## src/core/bdr_pkg.sv

```systemverilog
// bdr_pkg: constants shared by the bitmap display refresh controller.
// assumes a single 100 MHz core clock; pixel timing is derived by enables.
package bdr_pkg;

  // ----------------------------------------------------------------
  // clock rates
  // ----------------------------------------------------------------
  localparam int CORE_MHZ = 100;
  localparam int PIXEL_MHZ = 70;
  localparam logic [3:0] PIX_STEP = 4'(PIXEL_MHZ / 10);
  localparam logic [3:0] PIX_MOD = 4'(CORE_MHZ / 10);

  // ----------------------------------------------------------------
  // raster totals and pixel grouping
  // ----------------------------------------------------------------
  localparam int PIXELS_PER_LINE = 1344;
  localparam int LINES_PER_FRAME = 838;
  localparam int PIXELS_PER_CHAR = 16;
  localparam int LINES_PER_BLOCK = 8;
  localparam logic [6:0] H_TOTAL = 7'(PIXELS_PER_LINE / PIXELS_PER_CHAR);
  localparam logic [9:0] V_TOTAL = 10'(LINES_PER_FRAME);

  // ----------------------------------------------------------------
  // waveform positions, in characters and lines
  // ----------------------------------------------------------------
  localparam logic [6:0] H_ACTIVE = 7'h40;
  localparam logic [6:0] H_SYNC_START = 7'h44;
  localparam logic [6:0] H_SYNC_LEN = 7'h08;
  localparam logic [6:0] H_FETCH = 7'h48;
  localparam logic [9:0] V_ACTIVE = 10'h320;
  localparam logic [9:0] V_SYNC_START = 10'h323;
  localparam logic [9:0] V_SYNC_LEN = 10'h003;

  // ----------------------------------------------------------------
  // bus addresses and control register layout
  // ----------------------------------------------------------------
  localparam logic [23:0] DCR_ADDR = 24'hFFFA00;
  localparam logic [5:0] VMEM_TAG = 6'h38;
  localparam int DCR_OFF_BIT = 0;
  localparam int DCR_HALF_BIT = 1;
  localparam int DCR_INV_BIT = 2;
  localparam logic [2:0] DCR_RESET = 3'h0;

  // request handshake states
  typedef enum logic [1:0] {
    REQ_IDLE = 2'b00,
    REQ_WAIT = 2'b01,
    REQ_BUSY = 2'b10
  } bdr_req_e;

endpackage : bdr_pkg

```

## src/core/bdr_shifter.sv

```systemverilog
// bdr_shifter: 16-bit parallel-load video shifter with serial fill input.
// assumes load and shift enables are one-cycle pulses in the core clock.
`timescale 1ns/1ns
module bdr_shifter #(
  parameter int WIDTH = 16
) (
  input wire logic clk,
  input wire logic rst,
  input wire logic load,
  input wire logic shift,
  input wire logic [WIDTH-1:0] data,
  input wire logic fill,
  output logic serial_pixel
);

  logic [WIDTH-1:0] sreg;
  logic [WIDTH-1:0] next_sreg;

  // ----------------------------------------------------------------
  // next value: load wins over shift, msb leaves first
  // ----------------------------------------------------------------
  always_comb begin
    next_sreg = sreg;
    if (load) begin
      next_sreg = data;
    end else if (shift) begin
      next_sreg = {sreg[WIDTH-2:0], fill};
    end
  end

  // register
  always_ff @(posedge clk) begin
    if (rst) begin
      sreg <= '0;
    end else begin
      sreg <= next_sreg;
    end
  end

  assign serial_pixel = sreg[WIDTH-1];

endmodule : bdr_shifter

```

## src/core/bdr_refresh.sv

```systemverilog
// bdr_refresh: display refresh controller, video memory select and control register.
// assumes bus inputs are synchronous to CORE_CLK and the arbiter obeys
// the request/grant/clear handshake.
`timescale 1ns/1ns

// Notes on behaviour
// - outside grant, memory selected only when A23..A18 place the address in E00000..E3FFFF.
// - during grant the decoder is bypassed and data transceivers stay off.
// - line is 1344 pixels, frame is 838 lines, pixel rate 70 MHz.
// - a 4-bit pixel divider makes the char clock and shifter load.
// - horizontal count steps per 16 pixels; vertical count equals line number.
// - horizontal and vertical blanking from counters suppress video.
// - active-low horizontal and vertical sync decoded from counters.
// - fetch requests reload the VRAM shifter every 8 lines, block from row_count_bits.
// - vertical count clock steps lines; zero strobes clear counters at ends.
// - VRAM shift clock and half enables load the 16-bit shifter alternately.
// - serial pixel and blanking registered before blanking masks video.
// - inverse video bit set inverts the outgoing video.
// - request asserted when row and line fetch meet and display enabled.
// - request passes through a second flip-flop before the arbiter.
// - arbiter grants low and pulses clear low; request drops on clear.
// - during grant, row bits and half select drive address lines 10..17.
// - address bits 8,9 are zero in transfer; other bits are ignored.
// - during grant address valid is held high, select comes from grant.
// - transfer/output enable follows grant, else follows column strobe.
// - three-bit write-only control register at FFFA00 cleared by reset.
// - bit 1 selects bitmap half, bit 2 selects inverse video.
// - when disabled no reloads; shifter fills from the inverse bit.
module bdr_refresh
  import bdr_pkg::*;
#(
  parameter int SHIFT_WIDTH = 16
) (
  input wire logic CORE_CLK,
  input wire logic RST,
  input wire logic [23:0] BUS_ADDR,
  input wire logic BUS_AV_N,
  input wire logic BUS_WR_STB,
  input wire logic [2:0] BUS_DATA,
  input wire logic GRANT_N,
  input wire logic REQUEST_CLEAR_N,
  input wire logic COL_STROBE_N,
  input wire logic [2*SHIFT_WIDTH-1:0] VRAM_DATA,
  output logic VMEM_SELECT_N,
  output logic XCVR_ENABLE_N,
  output logic [23:0] ADDR_O,
  output logic ADDR_OE,
  output logic ADDR_VALID_N_O,
  output logic ADDR_VALID_N_OE,
  output logic TRANSFER_OE_N,
  output logic REFRESH_REQ_N,
  output logic HSYNC_N,
  output logic VSYNC_N,
  output logic HBLANK,
  output logic VBLANK,
  output logic SHIFT_CLK,
  output logic LOW_HALF_OE_N,
  output logic HIGH_HALF_OE_N,
  output logic VIDEO_OUT
);

  // ----------------------------------------------------------------
  // helpers
  // ----------------------------------------------------------------

  // true while count lies in [start, start+len)
  function automatic logic in_window(input logic [9:0] count, input logic [9:0] start,
                                     input logic [9:0] len);
    in_window = (count >= start) && (count < start + len);
  endfunction : in_window

  // ----------------------------------------------------------------
  // declarations
  // ----------------------------------------------------------------
  logic [2:0] display_control;
  logic [2:0] next_display_control;
  logic display_on;
  logic negate_pixels;
  logic bitmap_half_select;
  logic dcr_hit;

  logic [3:0] pix_acc;
  logic [3:0] next_pix_acc;
  logic [4:0] pix_sum;
  logic pixel_clock;

  logic [3:0] dot_div;
  logic [3:0] next_dot_div;
  logic char_clock;
  logic shifter_load;

  logic [6:0] hcount;
  logic [6:0] next_hcount;
  logic [9:0] vcount;
  logic [9:0] next_vcount;
  logic hcount_zero_n;
  logic vcount_zero_n;
  logic vert_count_clk;

  logic line_fetch_req;
  logic row_fetch_req;
  logic fetch_request;
  logic [9:0] next_line;
  logic [6:0] row_count_bits;
  logic [6:0] next_row_count_bits;

  bdr_req_e req_state;
  bdr_req_e next_req_state;
  logic req_sync;
  logic next_req_sync;

  logic hsync_n;
  logic vsync_n;
  logic hblank;
  logic vblank;
  logic shift_clk;
  logic low_half_oe_n;
  logic next_hsync_n;
  logic next_vsync_n;
  logic next_hblank;
  logic next_vblank;
  logic next_shift_clk;
  logic next_low_half_oe_n;

  logic serial_pixel;
  logic [SHIFT_WIDTH-1:0] load_word;
  logic pix_q;
  logic blank_combined;
  logic video;
  logic next_pix_q;
  logic next_blank_combined;
  logic next_video;

  logic granted;
  logic mem_decode;

  // ----------------------------------------------------------------
  // control register, write only
  // ----------------------------------------------------------------

  // the register has no read path, so software must shadow its value
  assign dcr_hit = !BUS_AV_N && BUS_WR_STB && (BUS_ADDR == DCR_ADDR);
  assign display_on = !display_control[DCR_OFF_BIT];
  assign bitmap_half_select = display_control[DCR_HALF_BIT];
  assign negate_pixels = display_control[DCR_INV_BIT];

  always_comb begin
    next_display_control = display_control;
    if (dcr_hit) begin
      next_display_control = BUS_DATA;
    end
  end

  always_ff @(posedge CORE_CLK) begin
    if (RST) begin
      display_control <= DCR_RESET;
    end else begin
      display_control <= next_display_control;
    end
  end

  // ----------------------------------------------------------------
  // pixel rate enable
  // ----------------------------------------------------------------

  // fractional divider: 7 pulses per 10 core cycles averages 70 MHz,
  // trading a little pixel jitter for a single clock domain
  assign pix_sum = {1'b0, pix_acc} + {1'b0, PIX_STEP};
  assign pixel_clock = (pix_sum >= {1'b0, PIX_MOD});

  always_comb begin
    next_pix_acc = pix_sum[3:0];
    if (pixel_clock) begin
      next_pix_acc = 4'(pix_sum - {1'b0, PIX_MOD});
    end
  end

  always_ff @(posedge CORE_CLK) begin
    if (RST) begin
      pix_acc <= 4'h0;
    end else begin
      pix_acc <= next_pix_acc;
    end
  end

  // ----------------------------------------------------------------
  // character divider
  // ----------------------------------------------------------------
  assign char_clock = pixel_clock && (dot_div == 4'hF);
  assign shifter_load = char_clock;

  always_comb begin
    next_dot_div = dot_div;
    if (pixel_clock) begin
      next_dot_div = dot_div + 4'h1;
    end
  end

  always_ff @(posedge CORE_CLK) begin
    if (RST) begin
      dot_div <= 4'h0;
    end else begin
      dot_div <= next_dot_div;
    end
  end

  // ----------------------------------------------------------------
  // horizontal and vertical counters
  // ----------------------------------------------------------------
  assign hcount_zero_n = !(hcount == H_TOTAL - 7'h01);
  assign vcount_zero_n = !(vcount == V_TOTAL - 10'h001);
  assign vert_count_clk = char_clock && !hcount_zero_n;

  always_comb begin
    next_hcount = hcount;
    next_vcount = vcount;
    if (char_clock) begin
      next_hcount = hcount_zero_n ? hcount + 7'h01 : 7'h00;
    end
    if (vert_count_clk) begin
      next_vcount = vcount_zero_n ? vcount + 10'h001 : 10'h000;
    end
  end

  always_ff @(posedge CORE_CLK) begin
    if (RST) begin
      hcount <= 7'h00;
      vcount <= 10'h000;
    end else begin
      hcount <= next_hcount;
      vcount <= next_vcount;
    end
  end

  // ----------------------------------------------------------------
  // fetch request decode
  // ----------------------------------------------------------------

  // the block for the next eight lines is fetched during the retrace
  // of the last line before it, so the shifter is ready at line start
  assign next_line = vcount_zero_n ? vcount + 10'h001 : 10'h000;
  assign row_fetch_req = (next_line[2:0] == 3'h0) &&
                         (next_line < V_ACTIVE);
  // one pulse per line: a level would re-arm after the clear
  assign line_fetch_req = char_clock && (next_hcount == H_FETCH);
  assign fetch_request = line_fetch_req && row_fetch_req;

  always_comb begin
    next_row_count_bits = row_count_bits;
    if (fetch_request && display_on) begin
      next_row_count_bits = next_line[9:3];
    end
  end

  always_ff @(posedge CORE_CLK) begin
    if (RST) begin
      row_count_bits <= 7'h00;
    end else begin
      row_count_bits <= next_row_count_bits;
    end
  end

  // ----------------------------------------------------------------
  // request handshake with the arbiter
  // ----------------------------------------------------------------

  // a new request in the clearing cycle wins over a clear taken in REQ_BUSY
  always_comb begin
    next_req_state = req_state;
    case (req_state)
      REQ_IDLE: begin
        if (fetch_request && display_on) begin
          next_req_state = REQ_WAIT;
        end
      end
      REQ_WAIT: begin
        if (!REQUEST_CLEAR_N) begin
          next_req_state = REQ_IDLE;
        end else if (!GRANT_N) begin
          next_req_state = REQ_BUSY;
        end
      end
      REQ_BUSY: begin
        if (!REQUEST_CLEAR_N) begin
          next_req_state = REQ_IDLE;
        end
      end
      default: begin
        next_req_state = REQ_IDLE;
      end
    endcase
    if (fetch_request && display_on && (req_state != REQ_WAIT)) begin
      next_req_state = REQ_WAIT;
    end
    // second stage before the arbiter; held through the grant, dropped at once on clear
    next_req_sync = (req_state != REQ_IDLE) && REQUEST_CLEAR_N;
  end

  always_ff @(posedge CORE_CLK) begin
    if (RST) begin
      req_state <= REQ_IDLE;
      req_sync <= 1'b0;
    end else begin
      req_state <= next_req_state;
      req_sync <= next_req_sync;
    end
  end

  assign REFRESH_REQ_N = !req_sync;

  // ----------------------------------------------------------------
  // board select and address drive
  // ----------------------------------------------------------------
  assign granted = !GRANT_N;
  assign mem_decode = !BUS_AV_N && (BUS_ADDR[23:18] == VMEM_TAG);
  assign VMEM_SELECT_N = !(granted || mem_decode);
  assign XCVR_ENABLE_N = !(mem_decode && !granted);
  assign ADDR_OE = granted;
  assign ADDR_O = {6'h00, bitmap_half_select, row_count_bits, 2'b00, 8'h00};
  assign ADDR_VALID_N_OE = granted;
  assign ADDR_VALID_N_O = 1'b1;
  assign TRANSFER_OE_N = granted ? GRANT_N : COL_STROBE_N;

  // ----------------------------------------------------------------
  // timing waveforms
  // ----------------------------------------------------------------

  // registered so these waveforms leave from flip-flops together, HIGH_HALF_OE_N through an inverter of low_half_oe_n
  always_comb begin
    next_hblank = (hcount >= H_ACTIVE);
    next_vblank = (vcount >= V_ACTIVE);
    next_hsync_n = !in_window({3'h0, hcount}, {3'h0, H_SYNC_START},
                              {3'h0, H_SYNC_LEN});
    next_vsync_n = !in_window(vcount, V_SYNC_START, V_SYNC_LEN);
    // even characters take the low half, odd ones the high half
    next_low_half_oe_n = hcount[0];
    // advance the VRAM serial port once both halves are used
    next_shift_clk = shifter_load && hcount[0] && display_on;
  end

  always_ff @(posedge CORE_CLK) begin
    if (RST) begin
      hblank <= 1'b1;
      vblank <= 1'b1;
      hsync_n <= 1'b1;
      vsync_n <= 1'b1;
      low_half_oe_n <= 1'b1;
      shift_clk <= 1'b0;
    end else begin
      hblank <= next_hblank;
      vblank <= next_vblank;
      hsync_n <= next_hsync_n;
      vsync_n <= next_vsync_n;
      low_half_oe_n <= next_low_half_oe_n;
      shift_clk <= next_shift_clk;
    end
  end

  assign HBLANK = hblank;
  assign VBLANK = vblank;
  assign HSYNC_N = hsync_n;
  assign VSYNC_N = vsync_n;
  assign LOW_HALF_OE_N = low_half_oe_n;
  assign HIGH_HALF_OE_N = !low_half_oe_n;
  assign SHIFT_CLK = shift_clk;

  // ----------------------------------------------------------------
  // video shifter
  // ----------------------------------------------------------------
  assign load_word = low_half_oe_n ? VRAM_DATA[2*SHIFT_WIDTH-1:SHIFT_WIDTH]
                                   : VRAM_DATA[SHIFT_WIDTH-1:0];

  // disabled display keeps the shifter unloaded, so the fill bit from
  // the inverse bit reaches the output and the screen stays dark
  bdr_shifter #(
    .WIDTH(SHIFT_WIDTH)
  ) u_shifter (
    .clk(CORE_CLK),
    .rst(RST),
    .load(shifter_load && display_on),
    .shift(pixel_clock),
    .data(load_word),
    .fill(negate_pixels),
    .serial_pixel(serial_pixel)
  );

  // ----------------------------------------------------------------
  // output stage
  // ----------------------------------------------------------------
  always_comb begin
    next_pix_q = pix_q;
    next_blank_combined = blank_combined;
    if (pixel_clock) begin
      next_pix_q = serial_pixel;
      next_blank_combined = hblank || vblank;
    end
    // masking uses only the registered copies
    next_video = !blank_combined && (pix_q ^ negate_pixels);
  end

  always_ff @(posedge CORE_CLK) begin
    if (RST) begin
      pix_q <= 1'b0;
      blank_combined <= 1'b1;
      video <= 1'b0;
    end else begin
      pix_q <= next_pix_q;
      blank_combined <= next_blank_combined;
      video <= next_video;
    end
  end

  assign VIDEO_OUT = video;

endmodule : bdr_refresh

```

## config.mk

```make
export PLATFORM = sky130hd
export DESIGN_NAME = bdr_refresh
export DESIGN_NICKNAME = d
export VERILOG_FILES = /design/src/core/bdr_pkg.sv /design/src/core/bdr_shifter.sv /design/src/core/bdr_refresh.sv
export SDC_FILE = /design/constraint.sdc
export NUM_CORES = 1
export LEC_CHECK = 0
export BUFFER_PORTS_ARGS = -buffer_cell sky130_fd_sc_hd__buf_2
export CELL_PAD_IN_SITES_DETAIL_PLACEMENT = 0
export CELL_PAD_IN_SITES_GLOBAL_PLACEMENT = 1
export CORE_ASPECT_RATIO = 1.4
export CORE_MARGIN = 2
export CORE_UTILIZATION = 41
export CTS_CLUSTER_SIZE = 40
export DETAILED_ROUTE_END_ITERATION = 7
export PLACE_DENSITY_LB_ADDON = 0.15
export SYNTH_ARGS = -nofsm -noshare
export SYNTH_HDL_FRONTEND = slang
export SYNTH_SLANG_ARGS = --single-unit
```

## constraint.sdc

```tcl
create_clock -name CORE_CLK -period 6.8 [get_ports CORE_CLK]
set_input_delay 1.36 -clock CORE_CLK [delete_from_list [all_inputs] [get_ports CORE_CLK]]
set_output_delay 1.36 -clock CORE_CLK [all_outputs]
set_load 0.02 [all_outputs]
```

==> flow_summary.json <==
{
  "period_share_pct": 57.1,
  "io_buffers": 87,
  "crit_required_ps": 7010,
  "ir_drop_uv": 153,
  "hold_path_class": "flop to flop",
  "dieArea_um2": 9670,
  "ys_ff_latch": 63,
  "gp_congestion": 0.884,
  "synth_edf_count": 0,
  "whs_ps": 449,
  "finalHoldViolations": 0,
  "status": "finished clean",
  "viasPerCell": 4.95,
  "dpl.hpwl_um": 5550,
  "ff2ff_setup_slack_ps": 2920,
  "p_per_area_nw_per_um2": 260,
  "antennaDiodeCount": 0,
  "hold_depth": 1,
  "core_area_um2": 8610,
  "fill_cells": 889,
  "grt_pass1_vias": 2931,
  "vias": 2937,
  "dr_wl_met2_um": 4090,
  "cts_tree": "yes",
  "rsz0062_at_grt": "no",
  "ys_seq_area_share_pct": 34.6,
  "syn_to_final_growth_pct": 19.7,
  "routedWlPerCell_um": 12.9,
  "antenna_found_initial": 0,
  "worst_pin_slew_ps": 850,
  "tns_ps": 0,
  "grt_pass1_wl_um": 13200,
  "ant_nets": 0,
  "track_usage_pct": 16.6,
  "initial_core_util_pct": 42.3,
  "p_sw_uw": 307,
  "synth_cells": 413,
  "clock_skew_ps": 7.67,
  "worst_setup_path_end_kind": "flop",
  "setup_viol": 0,
  "layout.nets": 559,
  "drt_iter0_drc": 57,
  "remaining_drc_errors": 0,
  "fmax_ghz": 0.258,
  "post-route-min-period_ps": 3880,
  "final_area_um2": 4360,
  "dr.max_layer_used": "met4",
  "crit_type": "flop to flop",
  "holdBufCountCts": 0,
  "path_clk_slew_ps": 50,
  "worstHoldStart": "blank_combined",
  "worstRegToRegCells": 11,
  "first_pass_iters": 4,
  "maxSlewViolCount": 0,
  "p_leak_uw": 0.00190,
  "final_common_cell": "buf_2",
  "clk_latency_ps": 320,
  "cts_resized": 0,
  "yosysWarnings": 0,
  "async_flop_share_pct": 0,
  "p_int_uw": 826,
  "cp-start-kind": "flop",
  "seqPwrFrac_pct": 35.6,
  "htreeDepth": 3,
  "path_max_fanout": 18,
  "timing.rr.end": "row_count_bits[0]",
  "combPwrFrac_pct": 22.2,
  "arrival_ps": 4090,
  "drv_cap": 0,
  "ys_types": 54,
  "clkPwrFrac_pct": 42.2,
  "synth_area_um2": 3640,
  "die_h_um": 116,
  "cts_sinks": 63,
  "ios": 105,
  "final_cell_mix": "87 x buf_2, 63 x dfxtp_1, 51 x nor2_1",
  "placed_cell_area_um2": 4050,
  "drive_gt1_share_pct": 31.4,
  "setup_ws_ps": 2920,
  "swShare_pct": 27.1,
  "num_rows": 40,
  "grt_max_degree": 61,
  "synth_ff_type": "dfxtp_1",
  "routed_wl_um": 7680,
  "post-cts-setup-buffer-count": 0,
  "holdPathEnd": "VIDEO_OUT",
  "die_x_um": 83.7,
  "post-place-cells": 578,
  "avgSynthCellArea_um2": 8.82,
  "met1_length_um": 3270,
  "r2r_start": "pix_acc[0]",
  "grt_overflow": 0,
  "slew_headroom_pct": 43.2,
  "stdcell_count": 593,
  "clk_root_buffer_cell": "clkbuf_16",
  "wl_met3_um": 245,
  "dp_slack_ps": 2850,
  "clock_path_buffers": 2,
  "cts_made_buffers": 9
}
==> power by group through the flow <==
| stage | sequential, uW | combinational, uW | clock (uW) |
|---|---|---|---|
| 6_report | 404 | 251 | 478 |
| 5_1_grt | 406 | 279 | 506 |
| 4_1_cts | 403 | 255 | 490 |
| 3_5_place_dp | 410 | 253 | 0 |
| 3_3_place_gp | 410 | 250 | 0 |
| 2_1_floorplan | 407 | 203 | 0 |
==> synth_stat cells, drive strengths merged (2+ instances only) <==
master,number,share of area (%)
nand2,28,2.9
ha,9,3.1
and2,3,0.52
dfxtp,63,35
buf,23,4.5
nand2b,3,0.52
nor3,13,2.2
mux2,37,11
xor2,11,2.6
nor3b,2,0.41
conb,2,0.21
o21ai,7,1.1
a31oi,2,0.34
o22ai,2,0.34
inv,11,1.1
nor4,7,1.4
a311oi,3,0.72
and4,2,0.48
nor2b,10,1.7
nand3b,2,0.41
o21a,3,0.62
nand3,6,0.96
nor2,51,5.3
clkbuf,22,2.3
a21oi,12,1.6
or2,4,0.69
or3,3,0.52
mux2i,28,7.7
and3,7,1.2
nand4,11,1.9
or4,4,0.93
xnor2,9,2.2
==> logic make-up after synthesis <==
family / synth area share (%)
AO/OA/AOI/OAI: 6.59
XOR/XNOR: 4.81
adder cells (fa/ha/maj): 3.09
buffers and inverters: 8.00
flip-flops: 34.6
multiplexers: 19.1
other: 0.206
AND/OR/NAND/NOR: 23.6
==> sequential cells by signal, summed over array words and instances (netlist names), 2 cells and up <==
signal,cells
req_state,2
row_count_bits,7
dot_div,4
pix_acc,4
display_control,3
u_shifter.sreg,16
vcount,10
hcount,7
==> metrics by stage <==
step                      power (uW)  utilization (%)
after global placement           660             47.0
final                           1130             50.7
after detailed placement         663             47.0
after floorplan                  610                -
after global routing            1190             50.7
after CTS                       1150             50.7
==> layout make-up <==
class	instances	area [um2]	area share [%]
multi-input combinational	308	2150	49.4
timing repair buffer	90	458	10.5
clock buffer	11	243	5.57
clock inverter	4	70.1	1.61
tap	105	131	3.01
sequential	63	1260	28.9
inverter	12	45.0	1.03
==> critical path, stage by stage (launching register included) <==
cell and delay [ps]:
dfxtp_1 380, inv_1 60, ha_1 230, nor2b_1 200, nor2_1 80, ha_1 240
and3b_1 200, or4_4 430, nor3_4 660, o21ai_2 150, a2111oi_4 710, mux2_2 410
==> per-layer routing <==
layer / track usage [%] / vias up
met5: 0 / -
met3: 3.56 / 8
met2: 30.9 / 50
met4: 5.38 / 0
li1: - / 1538
met1: 18.9 / 1341
==> worst max path at each step <==
stage                    start           endpoint  slack [ps]  depth (start not counted)
floorplan             BUS_AV_N      XCVR_ENABLE_N        3480                          3
CTS                 pix_acc[0]  row_count_bits[0]        2850                         11
detailed placement  pix_acc[0]  row_count_bits[0]        2850                         11
finish              pix_acc[0]  row_count_bits[0]        2920                         11
global route        pix_acc[0]  row_count_bits[0]        2580                         11
global placement    pix_acc[0]  row_count_bits[0]        2940                         11
No activity file was read; power rests on OpenSTA's default activity.
